## config.mk

```make
export PLATFORM = sky130hd
export DESIGN_NAME = gyro_spi_register_port
export DESIGN_NICKNAME = d
export VERILOG_FILES = /design/src/common/gyro_spi_pkg.sv /design/src/rtl/pin_sync.sv /design/src/rtl/out_word_mux.sv /design/src/rtl/gyro_spi_register_port.sv
export SDC_FILE = /design/constraint.sdc
export NUM_CORES = 1
export LEC_CHECK = 0
export BUFFER_PORTS_ARGS = -buffer_cell sky130_fd_sc_hd__buf_2
export CAP_MARGIN = 20
export CORE_UTILIZATION = 51
export DETAILED_ROUTE_END_ITERATION = 12
export GPL_TIMING_DRIVEN = 0
export PLACE_DENSITY_LB_ADDON = 0.1
export SLEW_MARGIN = 20
export SYNTH_ARGS = -nofsm -noshare
export SYNTH_HDL_FRONTEND = slang
export SYNTH_SLANG_ARGS = --single-unit
```

## constraint.sdc

```tcl
create_clock -name CLK -period 2 [get_ports CLK]
set_clock_uncertainty 0.05 [all_clocks]
set_input_delay 0.4 -clock CLK [delete_from_list [all_inputs] [get_ports CLK]]
set_output_delay 0.4 -clock CLK [all_outputs]
set_load 0.02 [all_outputs]
```

## src/common/gyro_spi_pkg.sv

```systemverilog
package gyro_spi_pkg;

   // Word and frame geometry
   localparam int WORD_W     = 16;
   localparam int BYTE_W     = 8;
   localparam int ADDR_W     = 6;
   localparam int CNT_W      = 5;
   localparam int RATE_W     = 14;
   localparam int NARROW_W   = 12;
   localparam int FLAGGED_N  = 5;
   localparam logic [CNT_W-1:0] FRAME_BITS = 5'h10;
   localparam logic [CNT_W-1:0] CNT_SAT    = 5'h11;

   // Clock
   localparam int CLK_PERIOD_NS = 4;

   // Byte addresses of the output data registers (lower byte address)
   localparam logic [ADDR_W-1:0] ADDR_FLASH_CNT = 6'h00;
   localparam logic [ADDR_W-1:0] ADDR_SUPPLY    = 6'h02;
   localparam logic [ADDR_W-1:0] ADDR_RATE      = 6'h04;
   localparam logic [ADDR_W-1:0] ADDR_AUX       = 6'h0a;
   localparam logic [ADDR_W-1:0] ADDR_TEMP      = 6'h0c;
   localparam logic [ADDR_W-1:0] ADDR_ANGLE     = 6'h0e;

   // Flag indices for the registers that carry flags
   localparam int IDX_SUPPLY = 0;
   localparam int IDX_RATE   = 1;
   localparam int IDX_AUX    = 2;
   localparam int IDX_TEMP   = 3;
   localparam int IDX_ANGLE  = 4;

   // Field positions
   localparam int NEW_DATA_BIT = 15;
   localparam int ERR_BIT      = 14;
   localparam int OP_HI_BIT    = 15;
   localparam int ADDR_HI_BIT  = 13;

   // Opcodes in the two leading bits
   localparam logic [1:0] OP_READ  = 2'b00;
   localparam logic [1:0] OP_WRITE = 2'b10;

   // Reset values
   localparam logic [WORD_W-1:0] WORD_RST  = 16'h0000;
   localparam logic [WORD_W-1:0] RESP_IDLE = 16'h0000;

   typedef enum logic [1:0] {
      ST_IDLE   = 2'b00,
      ST_SHIFT  = 2'b01,
      ST_DECODE = 2'b11
   } state_t;

endpackage

```

## src/rtl/pin_sync.sv

```systemverilog
`timescale 1ns/1ps
module pin_sync #(
   parameter int W = 3,
   parameter logic [W-1:0] RST_VAL = '0
) (
   input  wire logic         clk,
   input  wire logic         rst_n,
   input  wire logic [W-1:0] d,
   output logic      [W-1:0] q
);
   logic [W-1:0] meta_q;

   genvar i;
   generate
      for (i = 0; i < W; i++) begin : g_bit
         always_ff @(posedge clk) begin
            if (!rst_n) begin
               meta_q[i] <= RST_VAL[i];
               q[i]      <= RST_VAL[i];
            end else begin
               meta_q[i] <= d[i];
               q[i]      <= meta_q[i];
            end
         end
      end
   endgenerate
endmodule

```

## src/rtl/out_word_mux.sv

```systemverilog
`timescale 1ns/1ps
module out_word_mux
   import gyro_spi_pkg::*;
(
   input  wire logic [gyro_spi_pkg::ADDR_W-1:0]    rd_addr,
   input  wire logic [gyro_spi_pkg::FLAGGED_N-1:0] new_data,
   input  wire logic                               err_flag,
   input  wire logic [gyro_spi_pkg::WORD_W-1:0]    flash_cnt,
   input  wire logic [gyro_spi_pkg::NARROW_W-1:0]  supply,
   input  wire logic [gyro_spi_pkg::RATE_W-1:0]    rate,
   input  wire logic [gyro_spi_pkg::NARROW_W-1:0]  aux,
   input  wire logic [gyro_spi_pkg::NARROW_W-1:0]  temp,
   input  wire logic [gyro_spi_pkg::RATE_W-1:0]    angle,
   output logic      [gyro_spi_pkg::WORD_W-1:0]    word,
   output logic      [gyro_spi_pkg::FLAGGED_N-1:0] read_hit
);
   import gyro_spi_pkg::*;

   logic [ADDR_W-1:0] reg_addr;

   // Either byte address selects the whole word
   assign reg_addr = {rd_addr[ADDR_W-1:1], 1'b0};

   always_comb begin
      word     = RESP_IDLE;
      read_hit = '0;
      case (reg_addr)
         ADDR_FLASH_CNT: word = flash_cnt;
         ADDR_SUPPLY: begin
            word = {new_data[IDX_SUPPLY], err_flag, 2'b00, supply};
            read_hit[IDX_SUPPLY] = 1'b1;
         end
         ADDR_RATE: begin
            word = {new_data[IDX_RATE], err_flag, rate};
            read_hit[IDX_RATE] = 1'b1;
         end
         ADDR_AUX: begin
            word = {new_data[IDX_AUX], err_flag, 2'b00, aux};
            read_hit[IDX_AUX] = 1'b1;
         end
         ADDR_TEMP: begin
            word = {new_data[IDX_TEMP], err_flag, 2'b00, temp};
            read_hit[IDX_TEMP] = 1'b1;
         end
         ADDR_ANGLE: begin
            word = {new_data[IDX_ANGLE], err_flag, angle};
            read_hit[IDX_ANGLE] = 1'b1;
         end
         default: word = RESP_IDLE;
      endcase
   end
endmodule

```

## src/rtl/gyro_spi_register_port.sv

```systemverilog
`timescale 1ns/1ps
module gyro_spi_register_port
   import gyro_spi_pkg::*;
(
   input  wire logic                              CLK,
   input  wire logic                              RSTN,
   input  wire logic                              CS_N,
   input  wire logic                              SCLK,
   input  wire logic                              DIN,
   output logic                                   DOUT,
   output logic                                   DOUT_OE,
   input  wire logic                              SAMPLE_VALID,
   input  wire logic                              ALARM,
   input  wire logic [gyro_spi_pkg::WORD_W-1:0]   FLASH_COUNT,
   input  wire logic [gyro_spi_pkg::NARROW_W-1:0] SUPPLY_SAMPLE,
   input  wire logic [gyro_spi_pkg::RATE_W-1:0]   RATE_SAMPLE,
   input  wire logic [gyro_spi_pkg::NARROW_W-1:0] AUX_SAMPLE,
   input  wire logic [gyro_spi_pkg::NARROW_W-1:0] TEMP_SAMPLE,
   input  wire logic [gyro_spi_pkg::RATE_W-1:0]   ANGLE_SAMPLE,
   output logic                                   WR_STROBE,
   output logic      [gyro_spi_pkg::ADDR_W-1:0]   WR_ADDR,
   output logic      [gyro_spi_pkg::BYTE_W-1:0]   WR_DATA,
   output logic                                   FRAME_ERROR
);
   import gyro_spi_pkg::*;

   logic                 cs_n_s;
   logic                 sclk_s;
   logic                 din_s;
   logic                 cs_n_d_q;
   logic                 sclk_d_q;
   logic                 cs_fall;
   logic                 cs_rise;
   logic                 sclk_rise;
   logic                 sclk_fall;
   state_t               state_q;
   state_t               state_d;
   logic [CNT_W-1:0]     bit_cnt_q;
   logic [WORD_W-1:0]    rx_q;
   logic [WORD_W-1:0]    tx_sh_q;
   logic [WORD_W-1:0]    resp_q;
   logic                 dout_q;
   logic                 oe_q;
   logic                 wr_strobe_q;
   logic [ADDR_W-1:0]    wr_addr_q;
   logic [BYTE_W-1:0]    wr_data_q;
   logic                 frame_err_q;
   logic                 frame_ok;
   logic                 is_read;
   logic                 is_write;
   logic [WORD_W-1:0]    flash_q;
   logic [NARROW_W-1:0]  supply_q;
   logic [RATE_W-1:0]    rate_q;
   logic [NARROW_W-1:0]  aux_q;
   logic [NARROW_W-1:0]  temp_q;
   logic [RATE_W-1:0]    angle_q;
   logic [FLAGGED_N-1:0] nd_q;
   logic [FLAGGED_N-1:0] nd_clr;
   logic [FLAGGED_N-1:0] read_hit;
   logic                 err_q;
   logic [WORD_W-1:0]    rd_word;

   // Pins pass two flops before use
   pin_sync #(
      .W       (3),
      .RST_VAL (3'h6)
   ) u_pin_sync (
      .clk   (CLK),
      .rst_n (RSTN),
      .d     ({CS_N, SCLK, DIN}),
      .q     ({cs_n_s, sclk_s, din_s})
   );

   always_ff @(posedge CLK) begin
      if (!RSTN) begin
         cs_n_d_q <= 1'b1;
         sclk_d_q <= 1'b1;
      end else begin
         cs_n_d_q <= cs_n_s;
         sclk_d_q <= sclk_s;
      end
   end

   assign cs_fall   = cs_n_d_q & ~cs_n_s;
   assign cs_rise   = ~cs_n_d_q & cs_n_s;
   assign sclk_rise = ~sclk_d_q & sclk_s;
   assign sclk_fall = sclk_d_q & ~sclk_s;

   // Frame sequencing
   always_comb begin
      state_d = state_q;
      case (state_q)
         ST_IDLE: begin
            if (cs_fall) begin
               state_d = ST_SHIFT;
            end
         end
         ST_SHIFT: begin
            if (cs_rise) begin
               state_d = ST_DECODE;
            end
         end
         ST_DECODE: state_d = ST_IDLE;
         default:   state_d = ST_IDLE;
      endcase
   end

   always_ff @(posedge CLK) begin
      if (!RSTN) begin
         state_q <= ST_IDLE;
      end else begin
         state_q <= state_d;
      end
   end

   // Rising serial clock edges count only inside a frame
   always_ff @(posedge CLK) begin
      if (!RSTN) begin
         bit_cnt_q <= '0;
      end else if (cs_fall) begin
         bit_cnt_q <= '0;
      end else if (state_q == ST_SHIFT && sclk_rise && bit_cnt_q != CNT_SAT) begin
         bit_cnt_q <= bit_cnt_q + 5'h01;
      end
   end

   always_ff @(posedge CLK) begin
      if (!RSTN) begin
         rx_q <= WORD_RST;
      end else if (state_q == ST_SHIFT && sclk_rise && bit_cnt_q < FRAME_BITS) begin
         rx_q <= {rx_q[WORD_W-2:0], din_s};
      end
   end

   assign frame_ok = (bit_cnt_q == FRAME_BITS);
   assign is_read  = frame_ok && (rx_q[OP_HI_BIT -: 2] == OP_READ);
   assign is_write = frame_ok && (rx_q[OP_HI_BIT -: 2] == OP_WRITE);

   // Transmit: first bit at select, next bits on falling serial clock
   always_ff @(posedge CLK) begin
      if (!RSTN) begin
         dout_q  <= 1'b0;
         tx_sh_q <= WORD_RST;
      end else if (cs_fall) begin
         dout_q  <= resp_q[WORD_W-1];
         tx_sh_q <= {resp_q[WORD_W-2:0], 1'b0};
      end else if (state_q == ST_SHIFT && sclk_fall && bit_cnt_q != '0 &&
                   bit_cnt_q < FRAME_BITS) begin
         dout_q  <= tx_sh_q[WORD_W-1];
         tx_sh_q <= {tx_sh_q[WORD_W-2:0], 1'b0};
      end
   end

   always_ff @(posedge CLK) begin
      if (!RSTN) begin
         oe_q <= 1'b0;
      end else begin
         oe_q <= ~cs_n_s;
      end
   end

   assign DOUT    = dout_q;
   assign DOUT_OE = oe_q;

   // Word for the next frame
   out_word_mux u_out_word_mux (
      .rd_addr   (rx_q[ADDR_HI_BIT -: ADDR_W]),
      .new_data  (nd_q),
      .err_flag  (err_q),
      .flash_cnt (flash_q),
      .supply    (supply_q),
      .rate      (rate_q),
      .aux       (aux_q),
      .temp      (temp_q),
      .angle     (angle_q),
      .word      (rd_word),
      .read_hit  (read_hit)
   );

   always_ff @(posedge CLK) begin
      if (!RSTN) begin
         resp_q <= RESP_IDLE;
      end else if (state_q == ST_DECODE) begin
         resp_q <= is_read ? rd_word : RESP_IDLE;
      end
   end

   // Single-byte write port
   always_ff @(posedge CLK) begin
      if (!RSTN) begin
         wr_strobe_q <= 1'b0;
         wr_addr_q   <= '0;
         wr_data_q   <= '0;
      end else begin
         wr_strobe_q <= (state_q == ST_DECODE) && is_write;
         if (state_q == ST_DECODE && is_write) begin
            wr_addr_q <= rx_q[ADDR_HI_BIT -: ADDR_W];
            wr_data_q <= rx_q[BYTE_W-1:0];
         end
      end
   end

   always_ff @(posedge CLK) begin
      if (!RSTN) begin
         frame_err_q <= 1'b0;
      end else begin
         frame_err_q <= (state_q == ST_DECODE) && !frame_ok;
      end
   end

   assign WR_STROBE   = wr_strobe_q;
   assign WR_ADDR     = wr_addr_q;
   assign WR_DATA     = wr_data_q;
   assign FRAME_ERROR = frame_err_q;

   // Output data registers, refreshed by the sample engine
   always_ff @(posedge CLK) begin
      if (!RSTN) begin
         flash_q  <= WORD_RST;
         supply_q <= '0;
         rate_q   <= '0;
         aux_q    <= '0;
         temp_q   <= '0;
         angle_q  <= '0;
      end else if (SAMPLE_VALID) begin
         flash_q  <= FLASH_COUNT;
         supply_q <= SUPPLY_SAMPLE;
         rate_q   <= RATE_SAMPLE;
         aux_q    <= AUX_SAMPLE;
         temp_q   <= TEMP_SAMPLE;
         angle_q  <= ANGLE_SAMPLE;
      end
   end

   always_ff @(posedge CLK) begin
      if (!RSTN) begin
         err_q <= 1'b0;
      end else begin
         err_q <= ALARM;
      end
   end

   // New-data flags: fresh sample wins over a read in the same cycle
   assign nd_clr = (state_q == ST_DECODE && is_read) ? read_hit : '0;

   always_ff @(posedge CLK) begin
      if (!RSTN) begin
         nd_q <= '0;
      end else begin
         nd_q <= (nd_q & ~nd_clr) | {FLAGGED_N{SAMPLE_VALID}};
      end
   end

   // Checks
   a_idle_hiz:
   assert property (@(posedge CLK) disable iff (!RSTN)
      cs_n_s |=> !DOUT_OE)
      else $error("output enabled while deselected");

   a_oe_selected:
   assert property (@(posedge CLK) disable iff (!RSTN)
      !cs_n_s |=> DOUT_OE)
      else $error("output not enabled while selected");

   a_frame_len_gate:
   assert property (@(posedge CLK) disable iff (!RSTN)
      (state_q == ST_DECODE && bit_cnt_q != FRAME_BITS) |=> (!WR_STROBE && FRAME_ERROR))
      else $error("short or long frame acted on");

   a_write_single:
   assert property (@(posedge CLK) disable iff (!RSTN)
      WR_STROBE |=> !WR_STROBE)
      else $error("write strobe longer than one cycle");

   a_write_fields:
   assert property (@(posedge CLK) disable iff (!RSTN)
      WR_STROBE |-> (WR_ADDR == $past(rx_q[ADDR_HI_BIT -: ADDR_W]) &&
                     WR_DATA == $past(rx_q[BYTE_W-1:0]) &&
                     $past(rx_q[OP_HI_BIT -: 2]) == OP_WRITE))
      else $error("write fields misplaced");

   a_read_no_write:
   assert property (@(posedge CLK) disable iff (!RSTN)
      (state_q == ST_DECODE && is_read) |=> (!WR_STROBE && resp_q == $past(rd_word)))
      else $error("read frame mishandled");

   a_next_frame_msb:
   assert property (@(posedge CLK) disable iff (!RSTN)
      cs_fall |=> (DOUT == $past(resp_q[WORD_W-1])))
      else $error("first bit is not the msb of the reply");

   a_nd_set:
   assert property (@(posedge CLK) disable iff (!RSTN)
      SAMPLE_VALID |=> (nd_q == {FLAGGED_N{1'b1}}))
      else $error("new-data flag not set by sample");

   a_nd_clear:
   assert property (@(posedge CLK) disable iff (!RSTN)
      (state_q == ST_DECODE && is_read && read_hit[IDX_RATE] && !SAMPLE_VALID)
      |=> !nd_q[IDX_RATE])
      else $error("new-data flag not cleared by read");

   a_flag_layout:
   assert property (@(posedge CLK) disable iff (!RSTN)
      (read_hit != '0) |-> (rd_word[ERR_BIT] == err_q))
      else $error("error flag misplaced");

   a_counter_plain:
   assert property (@(posedge CLK) disable iff (!RSTN)
      (rx_q[ADDR_HI_BIT -: ADDR_W-1] == ADDR_FLASH_CNT[ADDR_W-1:1]) |-> (rd_word == flash_q))
      else $error("counter word altered");

   a_narrow_pad:
   assert property (@(posedge CLK) disable iff (!RSTN)
      (read_hit[IDX_AUX] || read_hit[IDX_SUPPLY] || read_hit[IDX_TEMP])
      |-> (rd_word[ADDR_HI_BIT -: 2] == 2'b00))
      else $error("twelve-bit word padding wrong");

   a_rate_field:
   assert property (@(posedge CLK) disable iff (!RSTN)
      read_hit[IDX_RATE] |-> (rd_word[RATE_W-1:0] == rate_q))
      else $error("rate field wrong");

endmodule

```

### Word-level counts from Yosys, hierarchy flattened

Index checks and enable logic that the tools add are counted.

| word-level totals | value |
|---|---|
| register bits | 166 |
| input bits | 87 |
| output and inout bits | 18 |
| logic and storage cells | 87 |

| operators by class | value |
|---|---|
| $add $sub $neg | 1 |
| order comparisons | 1 |
| eq/ne operators | 12 |
| muxes and demuxes | 15 |
| bitwise operators | 12 |
| reductions and logical operators | 19 |

Operator list:

| kind | count |
|---|---|
| one-hot mux 16 bit (6 select lines) | 1 |
| 2-to-1 mux 16 bit | 3 |
| equality test 5 x 3 -> 1 bit, second input constant | 3 |
| logical AND 1 bit | 11 |
| 2-to-1 mux 1 bit | 7 |
| logical NOT 6 bit | 1 |
| adder 5 x 1 -> 5 bit, second input constant | 1 |
| AND 5 bit | 1 |
| equality test 5 x 1 -> 1 bit, second input constant | 1 |
| equality test 5 x 2 -> 1 bit, second input constant | 1 |
| equality test 5 bit, second input constant | 1 |
| less-than comparator 5 bit, second input constant | 1 |
| 2-to-1 mux 5 bit | 1 |
| != test 5 bit, second input constant | 1 |
| inverter 1 bit | 5 |
| inverter 5 bit | 1 |
| bitwise OR 5 bit | 1 |
| nonzero test 5 bit | 1 |
| AND 1 bit | 4 |
| equality test 2 bit, second input constant | 2 |
| logical NOT 2 bit | 2 |
| 2-to-1 mux 2 bit | 2 |
| != test 2 bit, second input constant | 2 |
| one-hot mux 2 bit (2 select lines) | 1 |
| other kinds (5) | 5 |

### Longest topological paths before layout

| depth | value |
|---|---|
| depth in word-level cells | 7 |
| depth in mapped cells | 8 |
| gate-level depth less buffers | 7 |

### By module

From an unflattened synthesis, not the netlist that was laid out.

| unflattened totals | value |
|---|---|
| cell total of the unflattened synthesis | 696 |
| area, all modules | 6856.6 um^2 |

By module, submodules not included:

| module | instances | cells an instance | area each (um^2) | seq. area each (um^2) |
|---|---|---|---|---|
| gyro_spi_register_port | 1 | 585 | 5941.9 | 3203.1 |
| out_word_mux | 1 | 99 | 757.0 | 0.0 |
| pin_sync | 1 | 12 | 157.7 | 120.1 |

### Worst setup path before layout

OpenSTA, ideal clock, no wires.

| path | value |
|---|---|
| path type | reg-to-reg |
| from | reg bit_cnt_q[0] |
| to | reg resp_q[10] |
| library setup time | 69 ps |
| arrival time | 1847 ps |
| required time | 1881 ps |
| path slack | 34 ps |
| stages on the path, launching flop included | 9 |
| path buffers | 1 |
| period minus slack after synthesis | 1966 ps |
| cell sequence | dfxtp_1 -> inv_1 -> ha_1 -> nand4bb_4 -> or4_4 -> a2111oi_4 -> nand2_2 -> buf_6 -> o21ai_1 |

| on the way | value |
|---|---|
| cells in the longest elaborated chain, start to end | 3 |

Ends and longest elaborated chain:

| element | line | RTL |
|---|---|---|
| start, declared | gyro_spi_register_port.sv:38 | `logic [CNT_W-1:0] bit_cnt_q;` |
| start signal, assigned | gyro_spi_register_port.sv:123 | `bit_cnt_q <= bit_cnt_q + 5'h01;` |
| equality test 5 bit | gyro_spi_register_port.sv:135 | `assign frame_ok = (bit_cnt_q == FRAME_BITS);` |
| logical AND 1 bit | gyro_spi_register_port.sv:136 | `assign is_read = frame_ok && (rx_q[OP_HI_BIT -: 2] == OP_READ);` |
| 2-to-1 mux 16 bit | gyro_spi_register_port.sv:184 | `resp_q <= is_read ? rd_word : RESP_IDLE;` |
| end signal, assigned | gyro_spi_register_port.sv:184 |  |
| end, declared | gyro_spi_register_port.sv:41 | `logic [WORD_W-1:0] resp_q;` |

Every way passes these cells.
A chain may end at the register's enable or synchronous reset.

### Final worst setup path

| path | value |
|---|---|
| from | reg bit_cnt_q[0] |
| to | reg resp_q[0] |

The elaborated chain is that of the path after synthesis.

==> impl_metrics.toml <==
[sta]
period_needed_ns = 2.09
hold_ws_ns = 0.106
layout_setup_ws_ns = -0.0867
hold_viol_final = 0
setup_tns_ns = -0.810
rsz0062_at_grt = "yes"
setup_viol = 13
finalCritPeriodShare = 1.04
slew_viol_final = 0
fmax_ghz = 0.479
tightest_slew_ns = 0.818
slew_headroom = 0.455

[clock_tree]
cts.clk_slew.worst_paths_ns = 0.06
cts_tree = "built"
cts_num_sinks = 166
clock-root-buffer = "clkbuf_16"
clk-insertion-delay-late_ns = 0.42
clockBufferDepth = 2
cts_buffers = 17
h-tree-depth = 4

[yosys]
synth_ff_type = "dfxtp_1"
synth-async-reset-ratio = 0
syn_area_per_cell_sq_um = 9.86
yosys_warnings = 0
ys_seq_area_frac = 0.477
synth-edff-count = 0
syn_nets = 796
syn_area_sq_um = 6960
ys_types = 50
syn_inst = 706
yosys_register_bits = 166

[placed_design]
placed_area_sq_um = 7700
portBuffers = 103
placedCellCount = 985
dp_slack_ns = -0.237
dpl.hpwl_um = 12400
place_congestion = 0.840

[route]
drt_iter0_drc = 280
avgViaCountPerCell = 5.39
routed_wl_um = 17100
wire_per_inst_um = 16.7
route.detailed.drc = 0
ant_nets = 0
drt-pass1-iter-count = 5
via_count = 5502

[setup_path]
slowest_stage = "or4_4"
rr_worst_depth = 8
crit_family = "simple AND/OR/NAND/NOR gates"
worstReg2RegStart = "bit_cnt_q[0]$_SDFFE_PP0P_"
cpPeakStageDelay_ns = 0.53
arrival_ns = 2.39
worstSetupEndpointType = "flop"
crit_chain = "inv_2, ha_4, nand4bb_4, or4_4, a2111oi_4, nand2_2, buf_6, a2bb2oi_2"
required_ns = 2.31
cp-start-kind = "flop"
critical_path_class = "flop to flop"
r2r_end = "resp_q[0]$_SDFFE_PN0P_"
r2r_slack_ns = -0.09
path_buf_inv = 2
cp_max_fo = 6

[power_and_ir_drop]
finalPower_mw = 7.14
p_per_area_nw_per_um2 = 845
ir_drop_mv = 0.560
p_leak_nw = 3.65

[finish]
drive_gt1_frac = 0.225
areaGrowthSynthToFinish_pct = 21.3
stdcell_area_sq_um = 8450
fin_util = 0.635
n_antenna_cell = 0
stdcell_count = 1021
finalNetCount = 923

[floorplanning]
die_w_um = 119
die_area_sq_um = 14100
io_pins = 105
initial_utilization = 0.524
row_count = 42
die_y_um = 119
core_sq_um = 13300

[grt]
antenna_found_initial = 0
grt_start_max_net_pins = 17
grt_pass1_vias = 5504
track_usage = 0.252
grt-ovfl-total = 0
grt_pass1_wl_um = 27400

[min_path]
hold_path_end = "u_pin_sync.meta_q[2]$_SDFF_PN1_"
hold_depth = 2
min_path_type = "primary input to flop"
hp-start = "CS_N"

[run_status]
violations = "negative setup slack"
status = "complete, but fails checks"

[flow_run]
maxCapViolCount = 0
[Yosys cell counts (3+ instances only)]
cell | n | share of area
dfxtp_1 | 166 | 0.48
nand2_1 | 107 | 0.058
mux2i_1 | 104 | 0.15
nor2b_1 | 88 | 0.079
clkbuf_1 | 36 | 0.019
a21boi_0 | 32 | 0.035
a22oi_1 | 21 | 0.023
o211a_1 | 15 | 0.022
o21ai_0 | 12 | 0.0086
nor2_1 | 10 | 0.0054
nand2b_1 | 9 | 0.0081
buf_2 | 8 | 0.0058
o22ai_1 | 8 | 0.0072
a221oi_1 | 7 | 0.0088
and2_1 | 7 | 0.0063
buf_1 | 6 | 0.0032
nand3_1 | 6 | 0.0043
inv_1 | 5 | 0.0027
mux2_2 | 5 | 0.0081
o21ai_1 | 5 | 0.0036
a21oi_1 | 3 | 0.0022
a2bb2oi_1 | 3 | 0.0038
a2bb2oi_2 | 3 | 0.0065
ha_1 | 3 | 0.0054
o21a_1 | 3 | 0.0032
xor2_1 | 3 | 0.0038
[worst max path at each step]
stage                                    startpoint                 endpoint  slack, ns  cells past startpoint
after global placement    bit_cnt_q[0]$_SDFFE_PP0P_  resp_q[10]$_SDFFE_PN0P_      -0.17                      8
after detailed placement  bit_cnt_q[1]$_SDFFE_PP0P_   resp_q[0]$_SDFFE_PN0P_      -0.24                      8
after floorplan           bit_cnt_q[0]$_SDFFE_PP0P_  resp_q[10]$_SDFFE_PN0P_       0.03                      8
final                     bit_cnt_q[0]$_SDFFE_PP0P_   resp_q[0]$_SDFFE_PN0P_      -0.09                      8
after global routing      bit_cnt_q[0]$_SDFFE_PP0P_   resp_q[9]$_SDFFE_PN0P_      -0.16                      8
after CTS                 bit_cnt_q[1]$_SDFFE_PP0P_  resp_q[10]$_SDFFE_PN0P_      -0.20                      8
[layout make-up]
type / instances / area [sq um]
multi-input cells: 484 / 3510
clock buffers: 28 / 517
plain buffers: 48 / 234
well taps: 176 / 220
flip-flops and latches: 166 / 3330
repair buffers: 111 / 579
fillers: 1140 / 4850
inverters: 5 / 18.8
clock inverters: 3 / 40.0
[per-layer routing]
metal / global-route usage / wire [um] / up-vias
li1: - / - / 2699
met1: 0.307 / 7520 / 2614
met2: 0.422 / 8230 / 151
met3: 0.0498 / 724 / 38
met4: 0.129 / 597 / 0
met5: 0 / 0 / -
[flip-flops by register name, indices dropped and copies added, names as in the netlist, 6 cells and up]
| register | count |
|---|---|
| temp_q | 12 |
| flash_q | 16 |
| angle_q | 14 |
| WR_DATA | 8 |
| supply_q | 12 |
| rate_q | 14 |
| rx_q | 16 |
| WR_ADDR | 6 |
| aux_q | 12 |
| tx_sh_q | 15 |
| resp_q | 16 |
[report_power, final]
part | leakage (nW) | total (mW) | internal (mW) | switching [mW]
sequential | 1.36 | 3.51 | 3.43 | 0.0733
clock | 0.274 | 3.11 | 1.87 | 1.24
combinational | 2.02 | 0.520 | 0.267 | 0.253
[repair_timing]
action                                  4_1_cts  5_1_grt
gates cloned                                  1        0
hold buffers                                  0        0
gates resized for setup                      20       32
pin swaps                                     7        6
endpoints found under the setup margin       43       46
setup buffers                                 5        2
[kinds of logic (layout without fill, tap and decap cells)]
kind of cell    after synthesis  in the layout  synth area share
xor+xnor                      4              4           0.00503
mux                         109            109             0.158
flops                       166            166             0.477
buf+inv                      56            195            0.0327
compound gates              120            120             0.134
simple gates                248            248             0.188
fa+ha+maj                     3              3           0.00539
[layout by cell type (no fill, tap or decap), drive strengths merged, types with 2 or more instances in the layout]
cell     instances
a21boi          32
a22oi           21
a221oi           7
dfxtp          166
clkbuf          65
nor2            10
mux2             5
nand4            2
a21oi            3
o211a           15
nor3             2
nand2          108
nor4             3
o21a             3
nor3b            2
clkinv           2
xor2             3
nand2b           9
o21ai           18
mux2i          104
nand3            6
o22ai            8
and2             9
inv              5
a31oi            2
a2bb2oi          6
nor2b           88
nand4bb          2
o2bb2ai          2
buf            122
ha               3
Note: power is estimated with default switching activity, not from simulation.
